### src/rtl/csp_pkg.sv
// constants, types and reset image of the camera sequencer shared variables
// Summary of operation
// - state variable reports sequencer state byte code
// - positive command clears, runs program, resumes state
// - step bit 0 selects step-by-step sequencing
// - writing step bit 1 advances one step
// - flash code 1 LED, 2 xenon, 3 burst
// - flash bit 7 set when flash on at lock
// - continuous exposure weight defaults 8, 32 none
// - continuous exposure step count defaults 2
// - fast exposure weight 32, steps 1
// - continuous balance weight 8, steps 2
// - fast balance weight 32, steps 1
// - drivers time out after frame count, 30
// - EV above threshold plus option forces daylight
// - low-light option bits 0..4 enable adjustments
// - low-light range between virtual gain min, max
// - saturation ranges max 128 to min 0
// - interpolation threshold ranges 16 to 64
// - aperture correction 2..0, threshold 8..64
// - capture bit 1 video; bits 4-6 video only
// - still capture takes programmed frame count, 3
package csp_pkg;

    // ----------------------------------------------------------------
    // variable offsets
    // ----------------------------------------------------------------
    localparam int unsigned CSP_VAR_COUNT  = 34;
    localparam logic [7:0] OFS_COMMAND     = 8'h03;
    localparam logic [7:0] OFS_STATE       = 8'h04;
    localparam logic [7:0] OFS_STEP        = 8'h05;
    localparam logic [7:0] OFS_FLASH       = 8'h06;
    localparam logic [7:0] OFS_AE_CONT_W   = 8'h07;
    localparam logic [7:0] OFS_AE_CONT_S   = 8'h08;
    localparam logic [7:0] OFS_AE_FAST_W   = 8'h09;
    localparam logic [7:0] OFS_AE_FAST_S   = 8'h0A;
    localparam logic [7:0] OFS_WB_CONT_W   = 8'h0B;
    localparam logic [7:0] OFS_WB_CONT_S   = 8'h0C;
    localparam logic [7:0] OFS_WB_FAST_W   = 8'h0D;
    localparam logic [7:0] OFS_WB_FAST_S   = 8'h0E;
    localparam logic [7:0] OFS_TIMEOUT     = 8'h12;
    localparam logic [7:0] OFS_DAYLIGHT    = 8'h14;
    localparam logic [7:0] OFS_LL_OPT      = 8'h15;
    localparam logic [7:0] OFS_LL_GMIN     = 8'h16;
    localparam logic [7:0] OFS_LL_GMAX     = 8'h17;
    localparam logic [7:0] OFS_SAT_MAX     = 8'h18;
    localparam logic [7:0] OFS_SAT_MIN     = 8'h19;
    localparam logic [7:0] OFS_INTERP_MIN  = 8'h1A;
    localparam logic [7:0] OFS_INTERP_MAX  = 8'h1B;
    localparam logic [7:0] OFS_APC_MAX     = 8'h1C;
    localparam logic [7:0] OFS_APC_MIN     = 8'h1D;
    localparam logic [7:0] OFS_APT_MIN     = 8'h1E;
    localparam logic [7:0] OFS_APT_MAX     = 8'h1F;
    localparam logic [7:0] OFS_CAPTURE     = 8'h20;
    localparam logic [7:0] OFS_STILL_CNT   = 8'h21;

    // ----------------------------------------------------------------
    // field positions
    // ----------------------------------------------------------------
    localparam int unsigned STEP_ON_BIT    = 0;
    localparam int unsigned STEP_NEXT_BIT  = 1;
    localparam int unsigned FLASH_LOCK_BIT = 7;
    localparam int unsigned CAP_VIDEO_BIT  = 1;
    localparam int unsigned CAP_AE_BIT     = 4;
    localparam int unsigned CAP_AWB_BIT    = 5;
    localparam int unsigned CAP_HG_BIT     = 6;
    localparam int unsigned LL_INTERP_BIT  = 0;
    localparam int unsigned LL_SAT_BIT     = 1;
    localparam int unsigned LL_APC_BIT     = 2;
    localparam int unsigned LL_APT_BIT     = 3;
    localparam int unsigned LL_YFILT_BIT   = 4;

    // ----------------------------------------------------------------
    // codes
    // ----------------------------------------------------------------
    localparam logic [1:0] FLASH_LED       = 2'h1;
    localparam logic [1:0] FLASH_XENON     = 2'h2;
    localparam logic [1:0] FLASH_BURST     = 2'h3;
    localparam logic [2:0] PROG_NONE       = 3'h0;
    localparam logic [2:0] PROG_PREVIEW    = 3'h1;
    localparam logic [2:0] PROG_CAPTURE    = 3'h2;
    localparam logic [2:0] PROG_STANDBY    = 3'h3;
    localparam logic [2:0] PROG_LOCK       = 3'h4;
    localparam logic [2:0] PROG_REFRESH    = 3'h5;
    localparam logic [2:0] PROG_REFRESH_MD = 3'h6;

    typedef enum logic [3:0] {
        CSP_INIT      = 4'h0,
        CSP_MC_PREV   = 4'h1,
        CSP_ENT_PREV  = 4'h3,
        CSP_PREVIEW   = 4'h2,
        CSP_LEAVE_PRV = 4'h6,
        CSP_MC_CAP    = 4'h7,
        CSP_ENT_CAP   = 4'h5,
        CSP_CAPTURE   = 4'h4,
        CSP_LEAVE_CAP = 4'hC,
        CSP_STANDBY   = 4'hD
    } csp_seq_t;

    typedef logic [CSP_VAR_COUNT-1:0][7:0] csp_vars_t;

    typedef struct packed {
        logic [7:0] ae_weight;
        logic [7:0] ae_steps;
        logic [7:0] awb_weight;
        logic [7:0] awb_steps;
        logic [7:0] saturation;
        logic [7:0] interp_thr;
        logic [7:0] aperture_corr;
        logic [7:0] aperture_thr;
        logic       luma_filter;
        logic       daylight;
        logic       flash_led;
        logic       flash_xenon;
        logic       flash_burst;
        logic       video;
        logic       video_ae;
        logic       video_awb;
        logic       video_hg;
    } csp_drive_t;

    typedef struct packed {
        csp_vars_t  vars;
        csp_seq_t   seq;
        logic [2:0] prog;
        logic [7:0] frame_cnt;
        logic [7:0] still_cnt;
        logic [7:0] rdata;
        logic       timeout;
        logic       refresh;
        logic       refresh_mode;
        csp_drive_t drive;
    } csp_state_t;

    function automatic logic [7:0] csp_reset_value(input int unsigned ofs);
        case (ofs)
            7, 11:        csp_reset_value = 8'h08;
            8, 12:        csp_reset_value = 8'h02;
            9, 13:        csp_reset_value = 8'h20;
            10, 14:       csp_reset_value = 8'h01;
            18:           csp_reset_value = 8'h1E;
            20:           csp_reset_value = 8'h0A;
            21:           csp_reset_value = 8'h60;
            22:           csp_reset_value = 8'h51;
            23:           csp_reset_value = 8'h5A;
            24:           csp_reset_value = 8'h80;
            26:           csp_reset_value = 8'h10;
            27, 31:       csp_reset_value = 8'h40;
            28:           csp_reset_value = 8'h02;
            30:           csp_reset_value = 8'h08;
            33:           csp_reset_value = 8'h03;
            default:      csp_reset_value = 8'h00;
        endcase
    endfunction : csp_reset_value

    function automatic csp_state_t csp_reset_state();
        csp_state_t s;
        s = '0;
        for (int unsigned i = 0; i < CSP_VAR_COUNT; i++) begin
            s.vars[i] = csp_reset_value(i);
        end
        s.seq = CSP_INIT;
        return s;
    endfunction : csp_reset_state

    localparam csp_state_t CSP_RESET_STATE = csp_reset_state();

endpackage : csp_pkg

### src/rtl/csp_shared_params.sv
// shared sequencer variables with the sequencer state machine they steer
module csp_shared_params (
    input  wire logic              ref_clk,
    input  wire logic              rst_n,
    input  wire logic [7:0]        var_addr,
    input  wire logic              var_wr,
    input  wire logic [7:0]        var_wdata,
    input  wire logic              var_rd,
    output      logic [7:0]        var_rdata,
    input  wire logic              frame_start,
    input  wire logic              flash_on,
    input  wire logic              ae_fast,
    input  wire logic              awb_fast,
    input  wire logic              outdoor_enable,
    input  wire logic [7:0]        exposure_value,
    input  wire logic [7:0]        analog_virtual_gain,
    input  wire logic [7:0]        digital_gain_first,
    input  wire logic [7:0]        digital_gain_second,
    output      logic [7:0]        seq_state_code,
    output      logic              driver_timeout,
    output      logic              refresh_pulse,
    output      logic              refresh_mode_pulse,
    output      csp_pkg::csp_drive_t drive
);
    import csp_pkg::*;

    csp_state_t st;
    csp_state_t next_st;

    // ----------------------------------------------------------------
    // helpers
    // ----------------------------------------------------------------
    function automatic logic [7:0] seq_code(input csp_seq_t s);
        case (s)
            CSP_INIT:      seq_code = 8'h00;
            CSP_MC_PREV:   seq_code = 8'h01;
            CSP_ENT_PREV:  seq_code = 8'h02;
            CSP_PREVIEW:   seq_code = 8'h03;
            CSP_LEAVE_PRV: seq_code = 8'h04;
            CSP_MC_CAP:    seq_code = 8'h05;
            CSP_ENT_CAP:   seq_code = 8'h06;
            CSP_CAPTURE:   seq_code = 8'h07;
            CSP_LEAVE_CAP: seq_code = 8'h08;
            CSP_STANDBY:   seq_code = 8'h09;
            default:       seq_code = 8'h00;
        endcase
    endfunction : seq_code

    function automatic logic mapped(input logic [7:0] a);
        mapped = (a >= OFS_COMMAND && a <= OFS_WB_FAST_S) || a == OFS_TIMEOUT
              || (a >= OFS_DAYLIGHT && a <= OFS_STILL_CNT);
    endfunction : mapped

    // bright value below the gain window, dark value above it, midpoint inside
    function automatic logic [7:0] ll_pick(input logic [7:0] bright, input logic [7:0] dark,
                                           input logic [1:0] zone, input logic en);
        logic [8:0] sum;
        sum = {1'b0, bright} + {1'b0, dark};
        if (!en || zone == 2'h0) begin
            ll_pick = bright;
        end else if (zone == 2'h2) begin
            ll_pick = dark;
        end else begin
            ll_pick = sum[8:1];
        end
    endfunction : ll_pick

    logic [9:0] virt_gain;
    logic [1:0] ll_zone;
    logic       advance;
    logic       stable;
    logic       host_cmd;

    always_comb begin
        virt_gain = {3'h0, analog_virtual_gain[7:1]} + {6'h00, digital_gain_first[7:4]}
                  + {4'h0, digital_gain_second[7:2]};
        if (virt_gain >= {2'h0, st.vars[OFS_LL_GMAX]}) begin
            ll_zone = 2'h2;
        end else if (virt_gain > {2'h0, st.vars[OFS_LL_GMIN]}) begin
            ll_zone = 2'h1;
        end else begin
            ll_zone = 2'h0;
        end
    end

    assign advance  = st.vars[OFS_STEP][STEP_ON_BIT] ? st.vars[OFS_STEP][STEP_NEXT_BIT]
                                                     : frame_start;
    assign stable   = st.seq == CSP_PREVIEW || st.seq == CSP_STANDBY
                   || (st.seq == CSP_CAPTURE && st.vars[OFS_CAPTURE][CAP_VIDEO_BIT]);
    assign host_cmd = var_wr && var_addr == OFS_COMMAND && var_wdata != 8'h00;

    // ----------------------------------------------------------------
    // next state
    // ----------------------------------------------------------------
    always_comb begin
        next_st              = st;
        next_st.refresh      = 1'b0;
        next_st.refresh_mode = 1'b0;
        next_st.timeout      = 1'b0;

        // consumed step request clears; a host write below wins
        if (st.vars[OFS_STEP][STEP_ON_BIT] && advance) begin
            next_st.vars[OFS_STEP][STEP_NEXT_BIT] = 1'b0;
        end

        if (st.prog != PROG_NONE) begin
            case (st.prog)
                PROG_PREVIEW: begin
                    if (st.seq == CSP_CAPTURE) begin
                        next_st.seq = CSP_LEAVE_CAP;
                    end else if (st.seq == CSP_STANDBY || st.seq == CSP_INIT) begin
                        next_st.seq = CSP_MC_PREV;
                    end
                end
                PROG_CAPTURE: begin
                    if (st.seq == CSP_PREVIEW) begin
                        next_st.seq = CSP_LEAVE_PRV;
                    end
                end
                PROG_STANDBY:    next_st.seq = CSP_STANDBY;
                PROG_LOCK:       next_st.vars[OFS_FLASH][FLASH_LOCK_BIT] = flash_on;
                PROG_REFRESH:    next_st.refresh = 1'b1;
                PROG_REFRESH_MD: next_st.refresh_mode = 1'b1;
                default:         next_st.prog = PROG_NONE;
            endcase
            next_st.prog = PROG_NONE;
        end else if (advance) begin
            case (st.seq)
                CSP_INIT:      next_st.seq = CSP_MC_PREV;
                CSP_MC_PREV:   next_st.seq = CSP_ENT_PREV;
                CSP_ENT_PREV:  next_st.seq = CSP_PREVIEW;
                CSP_LEAVE_PRV: next_st.seq = CSP_MC_CAP;
                CSP_MC_CAP:    next_st.seq = CSP_ENT_CAP;
                CSP_ENT_CAP:   next_st.seq = CSP_CAPTURE;
                CSP_CAPTURE: begin
                    if (!st.vars[OFS_CAPTURE][CAP_VIDEO_BIT]) begin
                        next_st.still_cnt = st.still_cnt + 8'h01;
                        if (st.still_cnt + 8'h01 >= st.vars[OFS_STILL_CNT]) begin
                            next_st.seq = CSP_LEAVE_CAP;
                        end
                    end
                end
                CSP_LEAVE_CAP: next_st.seq = CSP_MC_PREV;
                default:       next_st.seq = st.seq;
            endcase
        end
        if (next_st.seq != st.seq) begin
            next_st.still_cnt = 8'h00;
        end

        // frames since the last state change, counted only outside the stable states, drive the timeout
        if (next_st.seq != st.seq || stable) begin
            next_st.frame_cnt = 8'h00;
        end else if (frame_start) begin
            next_st.frame_cnt = st.frame_cnt + 8'h01;
            if (st.frame_cnt + 8'h01 == st.vars[OFS_TIMEOUT]) begin
                next_st.timeout = 1'b1;
            end
        end

        // host access
        if (var_wr && mapped(var_addr) && var_addr != OFS_STATE) begin
            if (var_addr == OFS_COMMAND) begin
                if (host_cmd) begin
                    next_st.prog = var_wdata[2:0];
                end
            end else begin
                next_st.vars[var_addr] = var_wdata;
            end
        end
        // lock status wins over a host write of the flash byte in the same cycle
        if (st.prog == PROG_LOCK) begin
            next_st.vars[OFS_FLASH][FLASH_LOCK_BIT] = flash_on;
        end
        if (var_rd) begin
            if (var_addr == OFS_STATE) begin
                next_st.rdata = seq_code(st.seq);
            end else if (mapped(var_addr)) begin
                next_st.rdata = st.vars[var_addr];
            end else begin
                next_st.rdata = 8'h00;
            end
        end
        next_st.vars[OFS_COMMAND] = 8'h00;
        next_st.vars[OFS_STATE]   = 8'h00;

        // driver outputs
        next_st.drive.ae_weight  = ae_fast ? st.vars[OFS_AE_FAST_W] : st.vars[OFS_AE_CONT_W];
        next_st.drive.ae_steps   = ae_fast ? st.vars[OFS_AE_FAST_S] : st.vars[OFS_AE_CONT_S];
        next_st.drive.awb_weight = awb_fast ? st.vars[OFS_WB_FAST_W] : st.vars[OFS_WB_CONT_W];
        next_st.drive.awb_steps  = awb_fast ? st.vars[OFS_WB_FAST_S] : st.vars[OFS_WB_CONT_S];
        next_st.drive.daylight   = outdoor_enable
                                && exposure_value > st.vars[OFS_DAYLIGHT];
        next_st.drive.saturation = ll_pick(st.vars[OFS_SAT_MAX], st.vars[OFS_SAT_MIN], ll_zone,
                                           st.vars[OFS_LL_OPT][LL_SAT_BIT]);
        next_st.drive.interp_thr = ll_pick(st.vars[OFS_INTERP_MIN], st.vars[OFS_INTERP_MAX],
                                           ll_zone, st.vars[OFS_LL_OPT][LL_INTERP_BIT]);
        next_st.drive.aperture_corr = ll_pick(st.vars[OFS_APC_MAX], st.vars[OFS_APC_MIN],
                                              ll_zone, st.vars[OFS_LL_OPT][LL_APC_BIT]);
        next_st.drive.aperture_thr = ll_pick(st.vars[OFS_APT_MIN], st.vars[OFS_APT_MAX],
                                             ll_zone, st.vars[OFS_LL_OPT][LL_APT_BIT]);
        next_st.drive.luma_filter = st.vars[OFS_LL_OPT][LL_YFILT_BIT] && ll_zone != 2'h0;
        next_st.drive.flash_led   = st.vars[OFS_FLASH][1:0] == FLASH_LED;
        next_st.drive.flash_xenon = st.vars[OFS_FLASH][1:0] == FLASH_XENON;
        next_st.drive.flash_burst = st.vars[OFS_FLASH][1:0] == FLASH_BURST;
        next_st.drive.video     = st.vars[OFS_CAPTURE][CAP_VIDEO_BIT];
        next_st.drive.video_ae  = next_st.drive.video && st.vars[OFS_CAPTURE][CAP_AE_BIT];
        next_st.drive.video_awb = next_st.drive.video && st.vars[OFS_CAPTURE][CAP_AWB_BIT];
        next_st.drive.video_hg  = next_st.drive.video && st.vars[OFS_CAPTURE][CAP_HG_BIT];
    end

    always_ff @(posedge ref_clk or negedge rst_n) begin
        if (!rst_n) begin
            st <= CSP_RESET_STATE;
        end else begin
            st <= next_st;
        end
    end

    assign var_rdata          = st.rdata;
    assign seq_state_code     = seq_code(st.seq);
    assign driver_timeout     = st.timeout;
    assign refresh_pulse      = st.refresh;
    assign refresh_mode_pulse = st.refresh_mode;
    assign drive              = st.drive;
endmodule : csp_shared_params

### config.mk
export PLATFORM = sky130hd
export DESIGN_NAME = csp_shared_params
export DESIGN_NICKNAME = d
export VERILOG_FILES = /design/src/rtl/csp_pkg.sv /design/src/rtl/csp_shared_params.sv
export SDC_FILE = /design/constraint.sdc
export NUM_CORES = 1
export LEC_CHECK = 0
export ABC_AREA = 0
export BUFFER_PORTS_ARGS = -buffer_cell sky130_fd_sc_hd__buf_2
export CELL_PAD_IN_SITES_DETAIL_PLACEMENT = 1
export CELL_PAD_IN_SITES_GLOBAL_PLACEMENT = 2
export CORE_MARGIN = 5
export CORE_UTILIZATION = 25
export CTS_CLUSTER_DIAMETER = 120
export DETAILED_ROUTE_END_ITERATION = 10
export GPL_ROUTABILITY_DRIVEN = 0
export PLACE_DENSITY_LB_ADDON = 0.1
export SLEW_MARGIN = 20
export SYNTH_ARGS = -nofsm -noshare
export SYNTH_HDL_FRONTEND = slang
export SYNTH_SLANG_ARGS = --single-unit
### constraint.sdc
create_clock -name ref_clk -period 4.69 [get_ports ref_clk]
set_clock_uncertainty 0.15 [all_clocks]
set_input_delay 0.7035 -clock ref_clk [delete_from_list [all_inputs] [get_ports ref_clk]]
set_output_delay 0.7035 -clock ref_clk [all_outputs]
set_load 0.03 [all_outputs]
==> flow_metrics.tcl, run 1 <==
set metrics [dict create \
    outcome "finished clean" \
    layout-drive-gt1-share_pct 32.04 \
    wirelength_mm 67.13 \
    dpl_worst_slack_ns 0.01848 \
    endpoint_kind "flip-flop" \
    post_drt_via_cell_ratio 4.697 \
    num_vias 13520 \
    finish.utilization_pct 28.73 \
    dpl_cell_area_sq_um 20990 \
    grt_pass1_wl_mm 101.2 \
    cts-root-buf "clkbuf_16" \
    antenna_found_initial 3 \
    grt_use_total_pct 15.63 \
    power.leakage_nw 10.74 \
    path_clk_slew_ns 0.06 \
    ys_types 74 \
    dp_cells 2790 \
    fmaxAchievable_ghz 0.2481 \
    grt_overflow_total 0 \
    cts_resized 0 \
    netlist_instances 1791 \
    synth-edff-count 0 \
    synthArstFlopShare_pct 100.0 \
    tightest_slew_ns 0.9188 \
    path_cells "buf_2 -> fa_1 -> ha_1 -> fa_1 -> a21oi_1 -> nor2_1 -> nor2_1 -> nor2b_1 -> o21ai_0 -> nand2b_1 -> ha_1 -> a2111o_1 -> a21oi_1 -> a21oi_1 -> buf_4 -> nand2_2 -> buf_12 -> buf_12 -> nor2_1 -> a211oi_1 -> a21oi_1" \
    hold_viol_final 0 \
    layout_commonest_cell "dfrtp_1" \
    layout_setup_ws_ns 0.6602 \
    multi_input_area_sq_um 9201 \
    yosysSeqAreaShare_pct 46.13 \
    antenna_left 0 \
    yosysWarnings 0 \
    slew_headroom_pct 38.24 \
    fin_crit_ns 4.030 \
    path_max_fanout 29 \
    min_path_type "in2async" \
    syn_area_per_cell_sq_um 11.04 \
    stdcell_count 2879 \
    cp.required_ns 5.00 \
    synth_flop_cell "dfrtp_1" \
    die_x_microns 291.3 \
    port-buffer-count 137 \
    area_growth_pct 14.40 \
    hpwl_mm 48.10 \
    cts_inserted_buffers 46 \
    start_kind "input port" \
    fillers 8669 \
    finalMaxSlewViolations 0 \
    final_net_count 1929 \
    final_cell_mix "dfrtp_1, mux2_2, buf_2, nand2_1, o21ai_0" \
    fp.dieH_microns 291.3 \
    syn-cell-area_sq_um 19780 \
    die_area_sq_um 84840 \
    drt_iter0_markers 545 \
    ys_ff_latch 363 \
    cts_tree "yes" \
    grt_pass1_vias 14770 \
    max_stage_delay_ns 0.47 \
    drt_pass1_iterations 4 \
    avgRoutedWirePerCell_microns 23.32 \
    hold_buffers 0 \
    crit_type "in2reg" \
    rows 103 \
    ctsHtreeMaxLevel 2 \
    hold_ws_ns 0.03454 \
    cpMostUsedCell "a21oi_1" \
    io_pins 149 \
    max_cap_viol_count 0 \
    rsz0062_at_grt "false" \
    setup_viol 0 \
    fin_crit_sh_pct 85.92 \
    cts_num_sinks 363 \
    power.total_mw 8.628 \
    slowest_stage "fa_1" \
    core_sq_um 78740 \
    cts_setup_buffers 0 \
    drc 0 \
    crit_arrival_ns 4.34 \
    regArea_sq_um 9123 \
    cts_buffer_depth 3 \
    worstSkewPairLatency_ns 0.60 \
    ir_drop_mv 0.2491 \
    initial_core_util_pct 25.12 \
    grt_max_degree 99 \
    fin_setup_tns_ns 0 \
    final_cell_area_sq_um 22630 \
    p_per_area_nw_per_um2 381.4 \
]
==> logic make-up (layout without fill, tap and decap cells) <==
kind of cell / after synthesis / in the layout / share of synthesized area [%]
buf+inv: 293 / 325 / 7.421
simple gates: 360 / 360 / 9.413
xor+xnor: 45 / 45 / 1.993
mux: 311 / 311 / 18.64
flops: 363 / 363 / 46.13
other cells: 1 / 7 / 0.01896
compound gates: 334 / 334 / 10.73
fa+ha+maj: 84 / 84 / 5.656
==> worst max-delay path, delay by kind of cell <==
kind | cells | cell delay [ns]
AOI/OAI and AO/OA | 7 | 1.15
adders and majority gates | 4 | 1.32
and+or+nand+nor | 6 | 0.50
buffers and inverters | 4 | 0.63
==> cells in the mapped netlist, drive strengths merged, types with 4 or more instances <==
cell	n	area share (%)
mux2	248	14
mux4	19	2.2
fa	9	0.91
a221oi	6	0.27
nor3b	6	0.23
buf	120	4.1
nand3b	4	0.15
a211oi	22	0.84
o32ai	5	0.22
nand3	22	0.56
and2	12	0.38
a21o	14	0.53
o21ai	88	2.2
inv	66	1.3
o221ai	11	0.49
o21a	10	0.38
a31o	4	0.18
ha	75	4.7
and3	17	0.54
xor2	25	1.1
nand2b	19	0.60
nor2	101	2.2
nor2b	25	0.79
nor3	26	0.89
o22ai	27	0.85
o22a	4	0.18
mux2i	44	2.2
nor4	5	0.19
dfstp	31	4.1
a211o	4	0.18
or2	6	0.19
o31ai	11	0.42
a22oi	5	0.19
a32oi	4	0.18
xnor2	20	0.89
nand2	92	1.8
clkbuf	106	2.0
dfrtp	332	42
a21boi	5	0.19
nand4	14	0.47
o211ai	4	0.15
and3b	4	0.18
a21oi	79	2.0
a31oi	13	0.41
==> power breakdown <==
part	switching, mW	total, mW	leakage [nW]	internal [mW]
logic	0.993	1.54	5.01	0.549
registers	0.0847	3.27	4.94	3.19
clock network	1.49	3.82	0.782	2.32
total	2.57	8.63	10.7	6.06
==> final timing paths <==
kind | startpoint | endpoint | slack (ns) | cells after the start
max in group asynchronous | rst_n | st[255] | 3.32 | 2
min | rst_n | st[338] | 0.03 | 1
max | analog_virtual_gain[2] | drive[10] | 0.66 | 21
min in group ref_clk | outdoor_enable | drive[7] | 0.20 | 2
max reg2reg | st[84] | st[94] | 0.95 | 12
min reg2reg | st[263] | st[263] | 0.22 | 0
==> per-layer routing <==
metal  GRT usage [%]  vias to the layer above  routed length [microns]
met4           2.923                        0                     1103
li1                -                     6263                        -
met3           2.548                       60                     2805
met2           25.23                      205                    31160
met1           22.37                     6995                    32060
met5               0                        -                        0
==> cell type report <==
class	count	area share (%)
Multi-Input combinational cell	1138	40.67
Sequential cell	363	40.32
Clock buffer	69	5.912
Tap cell	1050	5.807
Timing Repair Buffer	172	4.866
Clock inverter	17	1.283
Inverter	67	1.112
Antenna cell	3	0.03318
==> sequential cells by signal, indices dropped and copies added, names as in the netlist <==
register,cells
next_st,1
driver_timeout,1
st,278
drive,73
refresh_mode_pulse,1
var_rdata,8
refresh_pulse,1
Note: power is estimated with default switching activity, not from simulation.
==> inputs of run 2 (changes only) <==
Settings changed: BUFFER_PORTS_ARGS -buffer_cell sky130_fd_sc_hd__buf_2 to unset, DONT_BUFFER_PORTS set to 1.
==> flow_metrics.tcl, run 2 (synthesis gave the netlist of run 1 again) <==
set metrics [dict create \
    layout_commonest_cell "dfrtp_1" \
    path_clk_slew_ns 0.06 \
    post_drt_via_cell_ratio 4.756 \
    outcome "finished, violations left" \
    start_kind "input port" \
    max_cap_viol_count 0 \
    initial_core_util_pct 25.12 \
    max_stage_delay_ns 0.46 \
    port-buffer-count 0 \
    io_pins 149 \
    crit_end "drive[26]" \
    antenna_left 0 \
    die_area_sq_um 84840 \
    rsz0062_at_grt "false" \
    regToRegStartpoint "st[84]" \
    num_antenna_cells 0 \
    tightest_slew_ns 0.9940 \
    crit_type "in2reg" \
    drc 0 \
    hold_buffers 1 \
    r2r-end "driver_timeout" \
    path_cells "fa_1 -> ha_1 -> fa_1 -> a21oi_1 -> nor2_1 -> nor2_1 -> xnor2_1 -> ha_1 -> a2111o_1 -> a21oi_1 -> a21oi_1 -> a22oi_1 -> buf_4 -> nand2b_1 -> buf_4 -> a211oi_1 -> a21oi_1" \
    grt_use_total_pct 15.53 \
    top_register "st" \
    dp_cells 2639 \
    cp_num_cells 17 \
    power.total_mw 8.587 \
    crit_arrival_ns 4.33 \
    fp.dieH_microns 291.3 \
    die_x_microns 291.3 \
    reg2reg_depth 11 \
    violations "hold timing" \
    fillers 8611 \
    endpoint_kind "flip-flop" \
    final_cell_mix "dfrtp_1, mux2_2, nand2_1, o21ai_0, nor2_1" \
    layout_setup_ws_ns 0.6970 \
    r2r_setup_slack_ns 0.88 \
    finish.utilization_pct 27.76 \
    path_max_fanout 8 \
    grt_pass1_vias 14180 \
    rows 103 \
    ctsHtreeMaxLevel 2 \
    fmaxAchievable_ghz 0.2504 \
    finalMaxSlewViolations 0 \
    slowest_stage "fa_1" \
    fin_setup_tns_ns 0 \
    layout-drive-gt1-share_pct 26.63 \
    fin_crit_sh_pct 85.14 \
    num_vias 12990 \
    cp.required_ns 5.02 \
    cts_tree "yes" \
    slew_headroom_pct 33.73 \
    cts_buffer_depth 3 \
    cts-root-buf "clkbuf_16" \
    ir_drop_mv 0.2684 \
    wirelength_mm 66.97 \
    cts_inserted_buffers 49 \
    drt_pass1_iterations 4 \
    grt_max_degree 364 \
    cpMostUsedCell "a21oi_1" \
    cts_num_sinks 363 \
    dpl_worst_slack_ns 0.05483 \
    drt_iter0_markers 559 \
    hold_ws_ns -0.3525 \
    min_path_type "in2async" \
    hpwl_mm 45.58 \
    grt_pass1_wl_mm 99.99 \
    path_buf_inv 2 \
    final_net_count 1782 \
    p_per_area_nw_per_um2 392.9 \
    crit_family "adder cells" \
    crit_start "analog_virtual_gain[2]" \
    area_growth_pct 10.51 \
    grt_overflow_total 0 \
    stdcell_count 2732 \
    fin_crit_ns 3.993 \
    antenna_found_initial 2 \
    avgRoutedWirePerCell_microns 24.51 \
    setup_viol 0 \
    power.leakage_nw 10.03 \
    worstSkewPairLatency_ns 0.60 \
    largest_register_ffs 278 \
    core_sq_um 78740 \
    hold_viol_final 334 \
]
[run 2: how the worst min path moves through the flow]
stage,from,end,slack (ns),cells after the start
3_5_place_dp,st[232],st[232],0.21,0
3_3_place_gp,st[261],st[261],0.21,0
6_report,rst_n,drive[35],-0.35,0
5_1_grt,rst_n,drive[35],-0.40,0
2_1_floorplan,next_st[3],drive[3],0.20,0
4_1_cts,rst_n,drive[35],-0.39,0
[run 2: layer usage]
metal  share of wire [%]  track usage (%)
met3                 4.6            3.510
met1                  47            21.52
met5                   0                0
met4                 1.4            2.935
met2                  47            25.17
[run 2: final cells by class]
cell class	instances	area [sq um]	area share (%)
Clock buffer	62	1355	6.200
Clock inverter	30	369.1	1.689
Inverter	67	251.5	1.151
Multi-Input combinational cell	1138	9201	42.10
Sequential cell	363	9123	41.74
Tap cell	1050	1314	6.011
Timing Repair Buffer	22	242.7	1.111
[run 2: worst register-to-register path, delay by kind of cell (launching register included)]
| family | cells | cell delay [ns] |
|---|---|---|
| xor+xnor | 1 | 0.19 |
| flops | 1 | 0.43 |
| simple gates | 5 | 1.50 |
| fa+ha+maj | 2 | 0.54 |
| compound gates | 3 | 0.86 |
[run 2: repair_timing]
item | in CTS | in global routing
setup endpoints to repair | 0 | 0
resized for setup | 0 | 0
buffers inserted | 0 | 0
hold endpoints to repair | 367 | 336
[run 2: power breakdown]
group | internal (mW) | switching, mW | total (mW) | leakage (nW)
logic | 0.503 | 0.792 | 1.30 | 4.24
clock network | 2.44 | 1.56 | 4.00 | 0.854
registers | 3.19 | 0.104 | 3.29 | 4.94
[run 2: through the flow]
step                hold slack, ns  area (sq um)
floorplan                   0.2019         19790
global placement            0.2098         20120
detailed placement          0.2123         20120
CTS                        -0.3879         21860
global route               -0.3990         21860
finish                     -0.3525         21860
==> inputs of run 3 (changes only) <==
Settings changed: CTS_BUF_LIST set to sky130_fd_sc_hd__clkbuf_4, SLEW_MARGIN 20 to unset.
==> flow_metrics.tcl, run 3 (synthesis gave the netlist of run 1 again) <==
set metrics [dict create \
    max_cap_viol_count 0 \
    dpl_worst_slack_ns 0.05483 \
    r2r-end "driver_timeout" \
    hold_ws_ns -0.6111 \
    fin_setup_tns_ns 0 \
    fillers 8708 \
    cts-root-buf "clkbuf_4" \
    fin_crit_sh_pct 81.28 \
    area_growth_pct 11.46 \
    max_stage_delay_ns 0.54 \
    drc 0 \
    power.leakage_nw 10.26 \
    path_max_fanout 4 \
    drt_pass1_iterations 4 \
    cts_num_sinks 363 \
    grt_pass1_wl_mm 103.1 \
    final_cell_area_sq_um 22040 \
    cts_inserted_buffers 110 \
    finish.utilization_pct 27.99 \
    slowest_stage "nor4_1" \
    endpoint_kind "flip-flop" \
    ir_drop_mv 0.1613 \
    initial_core_util_pct 25.12 \
    min_path_type "in2async" \
    path_clk_slew_ns 0.07 \
    num_vias 13650 \
    finalMaxSlewViolations 0 \
    power.total_mw 7.931 \
    start_kind "flip-flop" \
    final_cell_mix "dfrtp_1, mux2_2, clkbuf_4, nand2_1, o21ai_0" \
    fin_crit_ns 3.812 \
    layout_commonest_cell "dfrtp_1" \
    drt_iter0_markers 623 \
    crit_family "simple AND/OR/NAND/NOR gates" \
    die_area_sq_um 84840 \
    stdcell_count 2886 \
    violations "hold timing" \
    core_sq_um 78740 \
    hold_buffers 37 \
    grt_pass1_vias 15010 \
    reg2reg_depth 11 \
    hpwl_mm 45.58 \
    crit_arrival_ns 4.39 \
    outcome "finished, violations left" \
    rows 103 \
    antenna_found_initial 4 \
    cts_resized 0 \
    setup_viol 0 \
    layout_setup_ws_ns 0.8780 \
    path_cells "ha_1 -> and3_1 -> and3_1 -> xor2_1 -> ha_1 -> nor2b_1 -> o21ai_0 -> a32oi_1 -> a32oi_1 -> nand4_2 -> nor4_1" \
    wirelength_mm 68.75 \
    top_register "st" \
    grt_max_degree 364 \
    port-buffer-count 0 \
    die_x_microns 291.3 \
    regToRegStartpoint "st[84]" \
    final_net_count 1879 \
    p_per_area_nw_per_um2 359.8 \
    grt_use_total_pct 16.05 \
    largest_register_ffs 278 \
    cts_tree "yes" \
    grt_overflow_total 0 \
    cts_setup_buffers 0 \
    r2r_setup_slack_ns 0.88 \
    avgRoutedWirePerCell_microns 23.82 \
    crit_type "reg2reg" \
    rsz0062_at_grt "false" \
    antenna_left 0 \
    dpl_cell_area_sq_um 20120 \
    dp_cells 2639 \
    tightest_slew_ns 0.9728 \
    path_buf_inv 0 \
    fp.dieH_microns 291.3 \
    cts_buffer_depth 3 \
    ctsHtreeMaxLevel 3 \
    io_pins 149 \
    hold_viol_final 362 \
    cp.required_ns 5.27 \
    fmaxAchievable_ghz 0.2623 \
    worstSkewPairLatency_ns 0.85 \
    post_drt_via_cell_ratio 4.731 \
    slew_headroom_pct 34.93 \
    layout-drive-gt1-share_pct 29.85 \
]
-- run 3: changes by cell type in the layout (fill, tap and decap cells not counted), sizes merged --
| cell | delta |
|---|---|
| bufinv | -5 |
| dlygate4sd3 | +28 |
| clkbuf | +101 |
| clkinv | +17 |
| diode | +7 |
| buf | +8 |
| clkinvlp | -2 |
-- run 3: power breakdown --
part	internal, mW	switching (mW)	leakage (nW)
Clock	1.71	1.55	0.864
Combinational	0.529	0.856	4.46
Sequential	3.18	0.104	4.94
-- run 3: cell type report --
| class | count | area, sq um | share of cell area (%) |
|---|---|---|---|
| Antenna cell | 7 | 17.52 | 0.07946 |
| Clock buffer | 163 | 1224 | 5.551 |
| Clock inverter | 40 | 230.2 | 1.044 |
| Inverter | 67 | 251.5 | 1.141 |
| Multi-Input combinational cell | 1138 | 9201 | 41.74 |
| Sequential cell | 363 | 9123 | 41.38 |
| Tap cell | 1050 | 1314 | 5.960 |
| Timing Repair Buffer | 58 | 683.2 | 3.099 |
-- run 3: how the worst max path moves through the flow --
stage | startpoint | end | cells past startpoint
finish | st[84] | driver_timeout | 11
global route | st[84] | driver_timeout | 11
CTS | st[84] | driver_timeout | 11
detailed placement | analog_virtual_gain[2] | drive[10] | 20
global placement | analog_virtual_gain[2] | drive[26] | 19
floorplan | analog_virtual_gain[2] | drive[10] | 19
-- run 3: layer usage --
metal  GRT usage [%]  part of all wire [%]
met4           4.327                   1.9
met3           3.914                   5.0
met2           25.65                    46
met5               0                     0
met1           21.84                    47
